`config.mk`:
```
export PLATFORM = sky130hd
export DESIGN_NAME = sent_nibble_transceiver
export DESIGN_NICKNAME = d
export VERILOG_FILES = /design/src/sent_pkg.sv /design/src/sent_crc4.sv /design/src/sent_nibble_transceiver.sv
export SDC_FILE = /design/constraint.sdc
export NUM_CORES = 2
export LEC_CHECK = 0
export ABC_AREA = 0
export BUFFER_PORTS_ARGS = -buffer_cell sky130_fd_sc_hd__buf_2
export CAP_MARGIN = 20
export CORE_ASPECT_RATIO = 0.6
export CORE_MARGIN = 8
export CORE_UTILIZATION = 40
export DETAILED_ROUTE_END_ITERATION = 12
export PLACE_DENSITY = 0.59
export SLEW_MARGIN = 20
export SYNTH_ARGS = -nofsm -noshare
export SYNTH_HDL_FRONTEND = slang
export SYNTH_SLANG_ARGS = --single-unit
export TNS_END_PERCENT = 1
```
`constraint.sdc`:
```
create_clock -name I_CLOCK -period 18.5 [get_ports I_CLOCK]
set_input_delay 1.85 -clock I_CLOCK [delete_from_list [all_inputs] [get_ports I_CLOCK]]
set_output_delay 1.85 -clock I_CLOCK [all_outputs]
set_load 0.1 [all_outputs]
```
`src/sent_pkg.sv`:
```
package sent_pkg;

   localparam int ADDR_W = 8;

   // Register byte offsets
   localparam logic [ADDR_W-1:0] OFF_CON1 = 8'h00;
   localparam logic [ADDR_W-1:0] OFF_CON2 = 8'h04;
   localparam logic [ADDR_W-1:0] OFF_CON3 = 8'h08;
   localparam logic [ADDR_W-1:0] OFF_STAT = 8'h0c;
   localparam logic [ADDR_W-1:0] OFF_DATL = 8'h10;
   localparam logic [ADDR_W-1:0] OFF_DATH = 8'h14;
   localparam logic [ADDR_W-1:0] OFF_SYNC = 8'h18;

   // Control one field positions
   localparam int B_EN = 15;
   localparam int B_SIDL = 13;
   localparam int B_RCV = 11;
   localparam int B_TRIG = 10;
   localparam int B_POL = 9;
   localparam int B_CRC = 8;
   localparam int B_PAUSE = 7;
   localparam int B_SPC = 6;
   localparam int B_PS = 4;
   localparam logic [15:0] CON1_WMASK = 16'hafd7;

   // Status field positions
   localparam int S_PAUSE_B = 7;
   localparam int S_CHECKSUM_ERROR_FLAG_B = 3;
   localparam int S_FRAMING_ERROR_FLAG_B = 2;
   localparam int S_IDLE_B = 1;
   localparam int S_GO_B = 0;

   // Timing in ticks and prescaled clocks
   localparam logic [10:0] SYNC_TICKS = 11'h038;
   localparam logic [10:0] NIB_BASE = 11'h00c;
   localparam logic [10:0] LOW_TICKS = 11'h005;
   localparam logic [10:0] PAUSE_MIN = 11'h00c;
   localparam logic [11:0] FRAME_MAX = 12'h7ff;
   localparam logic [1:0] PRESC_LAST = 2'h3;
   localparam logic [2:0] POS_CRC = 3'h7;
   localparam logic [3:0] CRC_SEED = 4'h5;
   localparam logic [4:0] CRC_POLY = 5'h1d;

   typedef enum logic [6:0] {
      S_IDLE = 7'b0000001,
      S_SYNC = 7'b0000010,
      S_NIB = 7'b0000100,
      S_PAUSE = 7'b0001000,
      S_END = 7'b0010000,
      S_HUNT = 7'b0100000,
      S_RXNIB = 7'b1000000
   } phase_t;

   typedef struct packed {
      logic [15:0] con1;
      logic [15:0] con2;
      logic [15:0] con3;
      logic [15:0] datl;
      logic [15:0] dath;
      logic [15:0] sync_cap;
      logic err_crc;
      logic err_frm;
      logic idle_f;
      logic pause_f;
      logic go;
      logic spc_armed;
      phase_t st;
      logic [2:0] pos;
      logic [1:0] presc;
      logic [15:0] tick;
      logic [10:0] tcnt;
      logic [10:0] plen;
      logic [11:0] ftick;
      logic [15:0] meas;
      logic rx_d;
      logic txo;
      logic done;
      logic wr_pend;
      logic [ADDR_W-1:0] wr_addr;
      logic [31:0] hrdata;
      logic hready;
      logic hresp;
   } regs_t;

endpackage

```
`src/sent_crc4.sv`:
```
module sent_crc4 #(
   parameter int MAX_NIB = 6
) (
   input wire logic [4*MAX_NIB-1:0] i_data, // Data nibble one in top bits
   input wire logic [2:0] i_count,          // Data nibbles in use
   output logic [3:0] o_crc                 // Checksum nibble
);
   import sent_pkg::*;

   function automatic logic [3:0] mul16(input logic [3:0] c);
      logic [4:0] v;
      v = {1'b0, c};
      for (int i = 0; i < 4; i++) begin
         v = {v[3:0], 1'b0};
         if (v[4]) begin
            v = v ^ CRC_POLY;
         end
      end
      return v[3:0];
   endfunction

   logic [3:0] chain [0:MAX_NIB];

   assign chain[0] = CRC_SEED;

   // Status nibble is excluded; unused nibbles pass the chain through
   for (genvar k = 0; k < MAX_NIB; k++) begin : g_stage
      assign chain[k+1] = (k < int'(i_count)) ?
         (mul16(chain[k]) ^ i_data[4*(MAX_NIB-1-k) +: 4]) : chain[k];
   end

   // Augment with a zero nibble
   assign o_crc = mul16(chain[MAX_NIB]);

endmodule

```
`src/sent_nibble_transceiver.sv`:
```
// Contract
// RL1: Pause never below 12 ticks; period capped 2047
// RL2: Software keeps frame period above both minima
// RL3: Software configures fully before setting enable
// RL4: Software reloads transmit data between frames
// RL5: Sync accepted only inside programmed limits, captured
// RL6: Nibbles checked, stored, completion event raised
// RL7: Software derives sync limits from tick period
// RL8: Software keeps lower limit below upper limit
// RL9: Software configures receiver before setting enable
// RL10: Software reads data between received frames
// RL11: Control bit 15 enables the module
// RL12: Control bit 13 halts during device idle
// RL13: Control bit 11 selects receive, else transmit
// RL14: Triggered mode and idle polarity, transmit only
// RL15: Control bit 8 enables hardware checksum
// RL16: Control bit 7 adds pause period
// RL17: Control bit 6 gates short PWM trigger
// RL18: Control bit 4 divides clock by four
// RL19: Nibble count field selects one to six; the code also takes 0 (no data nibbles) and 7 (acts as six)
// RL20: Status bit 7 flags pause period
// RL21: Transmit nibble position encoded in status
// RL22: Receive position shown, kept on error
// RL23: Framing and checksum errors set clearable flags
// RL24: Idle flag when line high past upper limit
// RL25: Sync 56 ticks, nibbles value plus 12
// RL26: Trigger bit launches frame, reads busy
// RL27: High data word holds status, data one-three
//
// The implementer's own choices: the AHB-Lite interface to the registers and the register addresses.
module sent_nibble_transceiver (
   input wire logic I_CLOCK,                         // 125 MHz clock
   input wire logic I_ARST_N,                        // Async reset
   input wire logic I_CE,                            // Freezes all when low
   input wire logic I_IDLE_MODE,                     // Device idle mode
   input wire logic I_RX,                            // Line input
   input wire logic I_SPC_START,                     // External SPC pulse
   input wire logic I_HSEL,                          // AHB select
   input wire logic [31:0] I_HADDR,                  // AHB address
   input wire logic [1:0] I_HTRANS,                  // AHB transfer type
   input wire logic I_HWRITE,                        // AHB write
   input wire logic [2:0] I_HSIZE,                   // AHB size
   input wire logic [31:0] I_HWDATA,                 // AHB write data
   input wire logic I_HREADY,                        // AHB ready in
   output logic [31:0] O_HRDATA,                     // AHB read data
   output logic O_HREADYOUT,                         // AHB ready out
   output logic O_HRESP,                             // AHB response
   output logic O_TX,                                // Line output
   output logic O_FRAME_DONE,                        // Frame event pulse
   output logic [sent_pkg::ADDR_W-1:0] O_DUMMY_NONE  // Last address seen
);
   import sent_pkg::*;

   regs_t r;
   regs_t n;
   logic [3:0] crc_calc;
   logic [16:0] ge;
   logic [23:0] mm;
   logic en, sidl, rcv, triggered_transmit_mode, pol, hw_checksum_enable, pause_pulse_present, short_pwm_code_enable, ps;
   logic [2:0] ncnt;
   logic pre_stb, tick_stb, fall, ferr, sync_ok, halt, sel;
   logic [3:0] nv;
   logic [11:0] fpe;

   assign en = r.con1[B_EN];
   assign sidl = r.con1[B_SIDL];
   assign rcv = r.con1[B_RCV];
   assign triggered_transmit_mode = r.con1[B_TRIG];
   assign pol = r.con1[B_POL];
   assign hw_checksum_enable = r.con1[B_CRC];
   assign pause_pulse_present = r.con1[B_PAUSE];
   assign short_pwm_code_enable = r.con1[B_SPC];
   assign ps = r.con1[B_PS];
   assign ncnt = r.con1[2:0];
   assign halt = sidl && I_IDLE_MODE;                       // see RL12
   assign pre_stb = !ps || (r.presc == PRESC_LAST);         // see RL18
   assign tick_stb = pre_stb && (r.tick == r.con2);
   assign fall = r.rx_d && !I_RX;
   assign sync_ok = (r.meas >= r.con3) && (r.meas <= r.con2); // see RL5
   assign fpe = (r.con3 > 16'(FRAME_MAX)) ? FRAME_MAX : r.con3[11:0]; // see RL1
   assign sel = I_HSEL && I_HTRANS[1] && I_HREADY;

   sent_crc4 #(.MAX_NIB(6)) u_crc (
      .i_data({r.dath[11:0], r.datl[15:4]}),
      .i_count(ncnt),
      .o_crc(crc_calc)
   );

   // Half-tick thresholds avoid a divider: nibble value is a comparator count
   assign mm = {1'b0, r.meas, 7'h00} - {4'h0, r.meas, 4'h0};
   for (genvar k = 0; k <= 16; k++) begin : g_thr
      assign ge[k] = mm >= ({8'h00, r.sync_cap} * 24'(2 * k + 23));
   end
   assign nv = 4'($countones(ge[15:1]));
   assign ferr = !ge[0] || ge[16];                          // see RL23

   function automatic logic [3:0] nib(input regs_t s, input logic [2:0] p);
      logic [31:0] w;
      w = {s.dath, s.datl};
      return w[{~p, 2'b00} +: 4];                           // see RL27
   endfunction

   function automatic logic [10:0] plen_pause(input logic [11:0] fp,
                                              input logic [11:0] used);
      logic [11:0] d;
      d = fp - used;
      if (fp < used + 12'(PAUSE_MIN)) begin
         return PAUSE_MIN;                                  // see RL1
      end
      return d[10:0];
   endfunction

   always_comb begin
      logic [31:0] w;
      logic [2:0] np;
      logic low;
      w = {r.dath, r.datl};
      np = 3'h0;
      low = 1'b0;
      n = r;
      n.done = 1'b0;
      n.hready = 1'b1;
      if (r.wr_pend) begin
         if (r.wr_addr == OFF_CON1) begin
            n.con1 = I_HWDATA[15:0] & CON1_WMASK;           // see RL19
         end else if (r.wr_addr == OFF_CON2) begin
            n.con2 = I_HWDATA[15:0];
         end else if (r.wr_addr == OFF_CON3) begin
            n.con3 = I_HWDATA[15:0];
         end else if (r.wr_addr == OFF_STAT) begin
            if (!I_HWDATA[S_CHECKSUM_ERROR_FLAG_B]) n.err_crc = 1'b0;
            if (!I_HWDATA[S_FRAMING_ERROR_FLAG_B]) n.err_frm = 1'b0;
            if (!rcv && triggered_transmit_mode && I_HWDATA[S_GO_B]) n.go = 1'b1; // see RL26
         end else if (r.wr_addr == OFF_DATL && !rcv) begin
            n.datl = hw_checksum_enable ? {I_HWDATA[15:4], r.datl[3:0]} : I_HWDATA[15:0];
         end else if (r.wr_addr == OFF_DATH && !rcv) begin
            n.dath = I_HWDATA[15:0];
         end
      end
      if (!en) begin                                        // see RL11
         n.st = S_IDLE;
         n.pos = 3'h0;
         n.tcnt = 11'h000;
         n.tick = 16'h0000;
         n.presc = 2'h0;
         n.meas = 16'h0000;
         n.pause_f = 1'b0;
         n.idle_f = 1'b0;
         n.rx_d = 1'b1;
      end else if (!halt) begin
         n.presc = r.presc + 2'h1;
         if (!rcv) begin                                    // see RL13
            n.idle_f = 1'b0;
            if (pre_stb) n.tick = tick_stb ? 16'h0000 : r.tick + 16'h0001;
            if (r.st == S_IDLE || r.st == S_HUNT || r.st == S_RXNIB) begin
               n.st = S_IDLE;
               n.presc = 2'h0;                      // Keeps first tick whole
               n.tick = 16'h0000;
               n.tcnt = 11'h000;
               n.pos = 3'h0;
               if (!triggered_transmit_mode || r.go) begin                      // see RL14
                  n.st = S_SYNC;
                  n.plen = SYNC_TICKS;                      // see RL25
                  n.ftick = 12'h000;
               end
            end else if (tick_stb) begin
               if (r.ftick != 12'hfff) n.ftick = r.ftick + 12'h001;
               if (r.tcnt != r.plen - 11'h001) begin
                  n.tcnt = r.tcnt + 11'h001;
               end else begin
                  n.tcnt = 11'h000;
                  case (r.st)
                     S_SYNC: begin
                        n.st = S_NIB;
                        n.pos = 3'h0;
                        n.plen = NIB_BASE + 11'(nib(r, 3'h0)); // see RL25
                     end
                     S_NIB: begin
                        if (r.pos == POS_CRC) begin
                           n.done = 1'b1;
                           n.pos = 3'h0;
                           if (pause_pulse_present) begin                   // see RL16
                              n.st = S_PAUSE;
                              n.plen = plen_pause(fpe, r.ftick + 12'h001);
                           end else if (triggered_transmit_mode) begin
                              n.st = S_END;
                              n.plen = LOW_TICKS;
                           end else begin
                              n.st = S_SYNC;
                              n.plen = SYNC_TICKS;
                              n.ftick = 12'h000;
                           end
                        end else begin
                           np = (r.pos == ncnt) ? POS_CRC : r.pos + 3'h1;
                           n.pos = np;                      // see RL21
                           if (np == POS_CRC && hw_checksum_enable) begin
                              n.datl[3:0] = crc_calc;       // see RL15
                              n.plen = NIB_BASE + 11'(crc_calc);
                           end else begin
                              n.plen = NIB_BASE + 11'(nib(r, np));
                           end
                        end
                     end
                     S_PAUSE: begin
                        n.st = triggered_transmit_mode ? S_END : S_SYNC;
                        n.plen = triggered_transmit_mode ? LOW_TICKS : SYNC_TICKS;
                        n.ftick = 12'h000;
                     end
                     default: begin
                        n.st = S_IDLE;
                        n.go = 1'b0;                        // see RL26
                     end
                  endcase
               end
            end
         end else begin
            n.rx_d = I_RX;
            if (pre_stb && r.meas != 16'hffff) n.meas = r.meas + 16'h0001;
            if (I_SPC_START && short_pwm_code_enable) n.spc_armed = 1'b1;   // see RL17
            if (r.st != S_HUNT && r.st != S_RXNIB) n.st = S_HUNT;
            if (fall) begin
               n.meas = {15'h0000, pre_stb};        // see RL5
               if (r.st == S_RXNIB) begin
                  if (ferr) begin
                     n.err_frm = 1'b1;                      // see RL23
                     n.st = S_HUNT;                         // see RL22
                  end else begin
                     w[{~r.pos, 2'b00} +: 4] = nv;          // see RL6
                     n.dath = w[31:16];
                     n.datl = w[15:0];
                     if (r.pos == POS_CRC) begin
                        if (hw_checksum_enable && nv != crc_calc) n.err_crc = 1'b1;
                        n.done = 1'b1;
                        n.pos = 3'h0;
                        n.st = S_HUNT;
                        n.pause_f = pause_pulse_present;                    // see RL20
                     end else begin
                        n.pos = (r.pos == ncnt) ? POS_CRC : r.pos + 3'h1;
                     end
                  end
               end else begin
                  n.pause_f = 1'b0;
                  if (sync_ok && (!short_pwm_code_enable || r.spc_armed)) begin
                     n.st = S_RXNIB;
                     n.sync_cap = r.meas;                   // see RL5
                     n.pos = 3'h0;
                     n.spc_armed = 1'b0;
                  end
               end
            end
            n.idle_f = I_RX && (r.meas >= r.con2);          // see RL24
         end
      end
      low = (n.st == S_SYNC || n.st == S_NIB || n.st == S_PAUSE ||
             n.st == S_END) && (n.tcnt < LOW_TICKS);
      n.txo = !low ^ pol;                                   // see RL14
      n.wr_pend = sel && I_HWRITE;
      if (sel) n.wr_addr = I_HADDR[ADDR_W-1:0];
      if (sel && !I_HWRITE) begin
         n.hrdata = 32'h00000000;
         if (I_HADDR[ADDR_W-1:0] == OFF_CON1) begin
            n.hrdata[15:0] = n.con1;
         end else if (I_HADDR[ADDR_W-1:0] == OFF_CON2) begin
            n.hrdata[15:0] = n.con2;
         end else if (I_HADDR[ADDR_W-1:0] == OFF_CON3) begin
            n.hrdata[15:0] = n.con3;
         end else if (I_HADDR[ADDR_W-1:0] == OFF_STAT) begin
            n.hrdata[S_PAUSE_B] = rcv ? n.pause_f : (n.st == S_PAUSE);
            n.hrdata[6:4] = (rcv || n.st == S_NIB) ? n.pos : 3'h0;
            n.hrdata[S_CHECKSUM_ERROR_FLAG_B] = n.err_crc;
            n.hrdata[S_FRAMING_ERROR_FLAG_B] = n.err_frm;
            n.hrdata[S_IDLE_B] = n.idle_f;
            n.hrdata[S_GO_B] = rcv ? (n.st == S_RXNIB) :
                               (triggered_transmit_mode ? n.go : en);
         end else if (I_HADDR[ADDR_W-1:0] == OFF_DATL) begin
            n.hrdata[15:0] = n.datl;
         end else if (I_HADDR[ADDR_W-1:0] == OFF_DATH) begin
            n.hrdata[15:0] = n.dath;
         end else if (I_HADDR[ADDR_W-1:0] == OFF_SYNC) begin
            n.hrdata[15:0] = n.sync_cap;
         end
      end
   end

   always_ff @(posedge I_CLOCK or negedge I_ARST_N) begin
      if (!I_ARST_N) begin
         r <= '0;
         r.st <= S_IDLE;
         r.rx_d <= 1'b1;
         r.txo <= 1'b1;
         r.hready <= 1'b1;
      end else if (I_CE) begin
         r <= n;
      end
   end

   assign O_HRDATA = r.hrdata;
   assign O_HREADYOUT = r.hready;
   assign O_HRESP = r.hresp;
   assign O_TX = r.txo;
   assign O_FRAME_DONE = r.done;
   assign O_DUMMY_NONE = r.wr_addr;
endmodule

```
==> metrics.txt <==
setup slack of the worst register-to-register path=5.50 ns; RePlAce Congestion=1.007; Gates resized, CTS repair=0; DRC violations left=0; Util after Layout=42.95%; Max Fanout on Critical Path=11; post-route cell area=0.04718 mm2; Antenna Nets Post-Route=0; capturing point of the worst reg2reg path=O_HRDATA[3]; slew margin rel.=10.81%; timing-limited maximum frequency=0.07690 GHz; chip width=446.1 um; Vias/cell=5.572; leakage power total=23.78 nW; Core Region=0.1099 mm2; Clk Latency, worst-skew pair=0.57 ns; H-tree Lvls=1; post-synthesis instance area=0.04439 mm2; accumulated negative setup slack=0 ns; synthesis-to-layout area growth=6.283%; endpoint class of the critical path=register; Max stage delay cell, worst path=sky130_fd_sc_hd__xnor2_2; fill cell count=11050; RSZ-0062 raised after global routing=false; CTS hold repair buffers=0; global-route usage over all layers=25.06%; final critical-path required period=13.00 ns; final slew viol count=0; Clock Sinks=208; Synth Instances=5197; clock slew seen by the registers of the worst setup and hold paths=0.08 ns; placement-stage cell area=0.04643 mm2; register area share after synthesis=11.73%; number of distinct library cell variants in the gate-level netlist after synthesis=97; dominant synthesized flop cell=sky130_fd_sc_hd__dfrtp_1; maximum buffer depth of the clock tree=3; crit start category=register; combined flip-flop and latch cell area=0.005209 mm2; half-perimeter wire length after detailed placement=126.2 mm; WP data required=18.99 ns; Arr. time, crit path=13.49 ns; global-route wire length before repair=232.9 mm; TritonCTS clock tree=built; average wire per standard cell=23.56 um; final wirelength=157.8 mm; count of max-cap constraint violations=0; type of the worst setup path=reg2reg; EDFF count, synth=0; Yosys Warn Count=0; total number of vias=37310; Setup Skew=0.02914 ns; total design power=4.302 mW; Slowest Stage Delay on Critical Path=0.86 ns; ratio of final minimum period to clock period=70.29%; slew of the pin with the lowest slew margin=1.333 ns; library cell appearing most often on the critical path=sky130_fd_sc_hd__fa_1; initial antenna violation count=2; depth of the worst register-to-register path=39; top-level port count=122; final hold violations=0; number of search-and-repair iterations in the first detailed-routing pass=6; power per standard cell area=91.18 mW/mm2; class of the tightest hold or removal check=reg2reg; initial core utilization=40.41%; Final setup viols=0; pin count of the biggest net entering global routing=128; async set-reset flop share out of synthesis=100.0%; worst vdd ir=0.7073 mV; termination of the worst setup path=O_HRDATA[3]; # Post-CTS Setup Buffers=0; port buffer count=59; area taken by multi-input logic gates=0.03534 mm2; start of the worst register-to-register path=r[136]; die height=274.0 um; worst hold path depth=1; via count of the first global-routing pass=35050; overflow left after global routing=0; status=complete, no violations; Placement Rows=94; total CTS buffers=21; Die Footprint=0.1222 mm2; critical path depth in cells=39; final-stage net count=6446; cell family with most CP delay=adder cells; Worst Path Buf+Inv=5; Clk Tree Root Cell=sky130_fd_sc_hd__clkbuf_16; beginning of the critical path=r[136]; layout cells sized above 1=5.325%; Post-Synthesis Mean Instance Area=8.541 um2; initial drt markers=4034; synthesized flop and latch total=208
[worst register-to-register path: cells and delay by family, from the launching register on]
kind | cells | cell delay (ns)
adder cells (fa/ha/maj) | 11 | 5.08
AO/OA/AOI/OAI | 19 | 4.98
XOR/XNOR | 3 | 1.25
buffers and inverters | 5 | 0.78
flip-flops | 1 | 0.73
AND/OR/NAND/NOR | 1 | 0.14
[metal layers]
metal  GRT usage (%)  vias up  wire length, um
met4           2.513        2             1779
met2           30.32     1435            54030
li1                -    17760                -
met3           9.129      127            18790
met1           41.45    17980            83140
met5               0        -               15
[worst min path at each step]
stage,from,endpoint,slack [ns]
final,r[222],r[222],0.50
after global routing,r[124],r[124],0.50
after CTS,r[213],r[213],0.50
after detailed placement,r[224],r[224],0.48
after global placement,r[113],r[113],0.47
after floorplan,r[113],r[113],0.45
[Yosys cell counts, drive strengths merged, types with 7 or more instances]
cell type  instances  area share, %
o31ai             14           0.24
xor2             124            2.5
nor3b             19           0.34
nand2b            61           0.86
and2              17           0.24
o21ai            363            4.1
nand3             62           0.70
o21bai            82            1.4
a2111oi            7           0.14
o22ai             34           0.49
o211ai            19           0.32
o2111ai            9           0.18
fa               333             15
o221ai            12           0.24
nand4             23           0.32
a211oi            34           0.59
ha               847             24
or3               20           0.28
clkbuf           115           0.97
mux2              47            1.2
buf               60           0.91
nor2             218            1.9
nor4              25           0.35
inv              853            7.2
or2                9           0.13
o31a               8           0.16
a21boi            23           0.39
o41ai              8           0.16
a21oi            380            4.3
nand2            278            2.4
a21o             151            2.6
a211o              8           0.16
a22o              19           0.37
mux2i             47            1.1
nor2b             47           0.66
o21a              91            1.5
xnor2            271            5.5
xnor3              7           0.36
a31oi             22           0.32
nor3              65           0.74
a22oi              8           0.17
dfrtp            205             12
and3              40           0.56
[where the power goes]
part | switching, mW | internal (mW) | total (mW)
Combinational | 2.28 | 1.01 | 3.29
Sequential | 0.0447 | 0.481 | 0.526
Clock | 0.229 | 0.257 | 0.486
Total | 2.55 | 1.75 | 4.30
[placed cells by master, fill, tap and decap left out, drive strengths merged, types with 61 or more instances in the layout]
cell / count
nand2b: 61
nand3: 62
nor2: 218
nand2: 278
a21o: 151
inv: 855
buf: 126
a21oi: 380
xor2: 124
ha: 847
nor3: 65
o21bai: 82
fa: 333
xnor2: 271
o21a: 91
o21ai: 363
dfrtp: 205
[per-stage QoR]
stage | worst slack, ns | hold WS (ns) | instances
after detailed placement | 6.005 | 0.4753 | 6653
after floorplan | 8.499 | 0.4538 | 5214
after CTS | 5.945 | 0.4960 | 6690
final | 5.496 | 0.4950 | 6695
after global placement | 6.003 | 0.4693 | 6653
after global routing | 4.674 | 0.5028 | 6690
[registers in the layout, summed over array words and instances (netlist names)]
register / cells
pause_pulse_present: 1
ncnt: 3
hw_checksum_enable: 1
r: 174
O_HRDATA: 16
ps: 1
O_DUMMY_NONE: 8
O_TX: 1
O_FRAME_DONE: 1
en: 1
pol: 1
[cell type report]
type	instances	area share [%]
Tap cell	1488	3.946
Antenna cell	5	0.02652
Multi-Input combinational cell	3977	74.91
Clock inverter	12	0.3156
Sequential cell	208	11.04
Inverter	854	6.795
Clock buffer	25	1.231
Timing Repair Buffer	126	1.740
[cells by family after synthesis]
logic type	Yosys count	synth area share, %
flops	208	11.73
other cells	2	0.01692
xor+xnor	407	8.617
mux	98	2.455
buf+inv	1029	9.107
compound gates	1356	19.12
fa+ha+maj	1180	38.89
simple gates	917	10.05
Power figures use the tool's default switching activity.
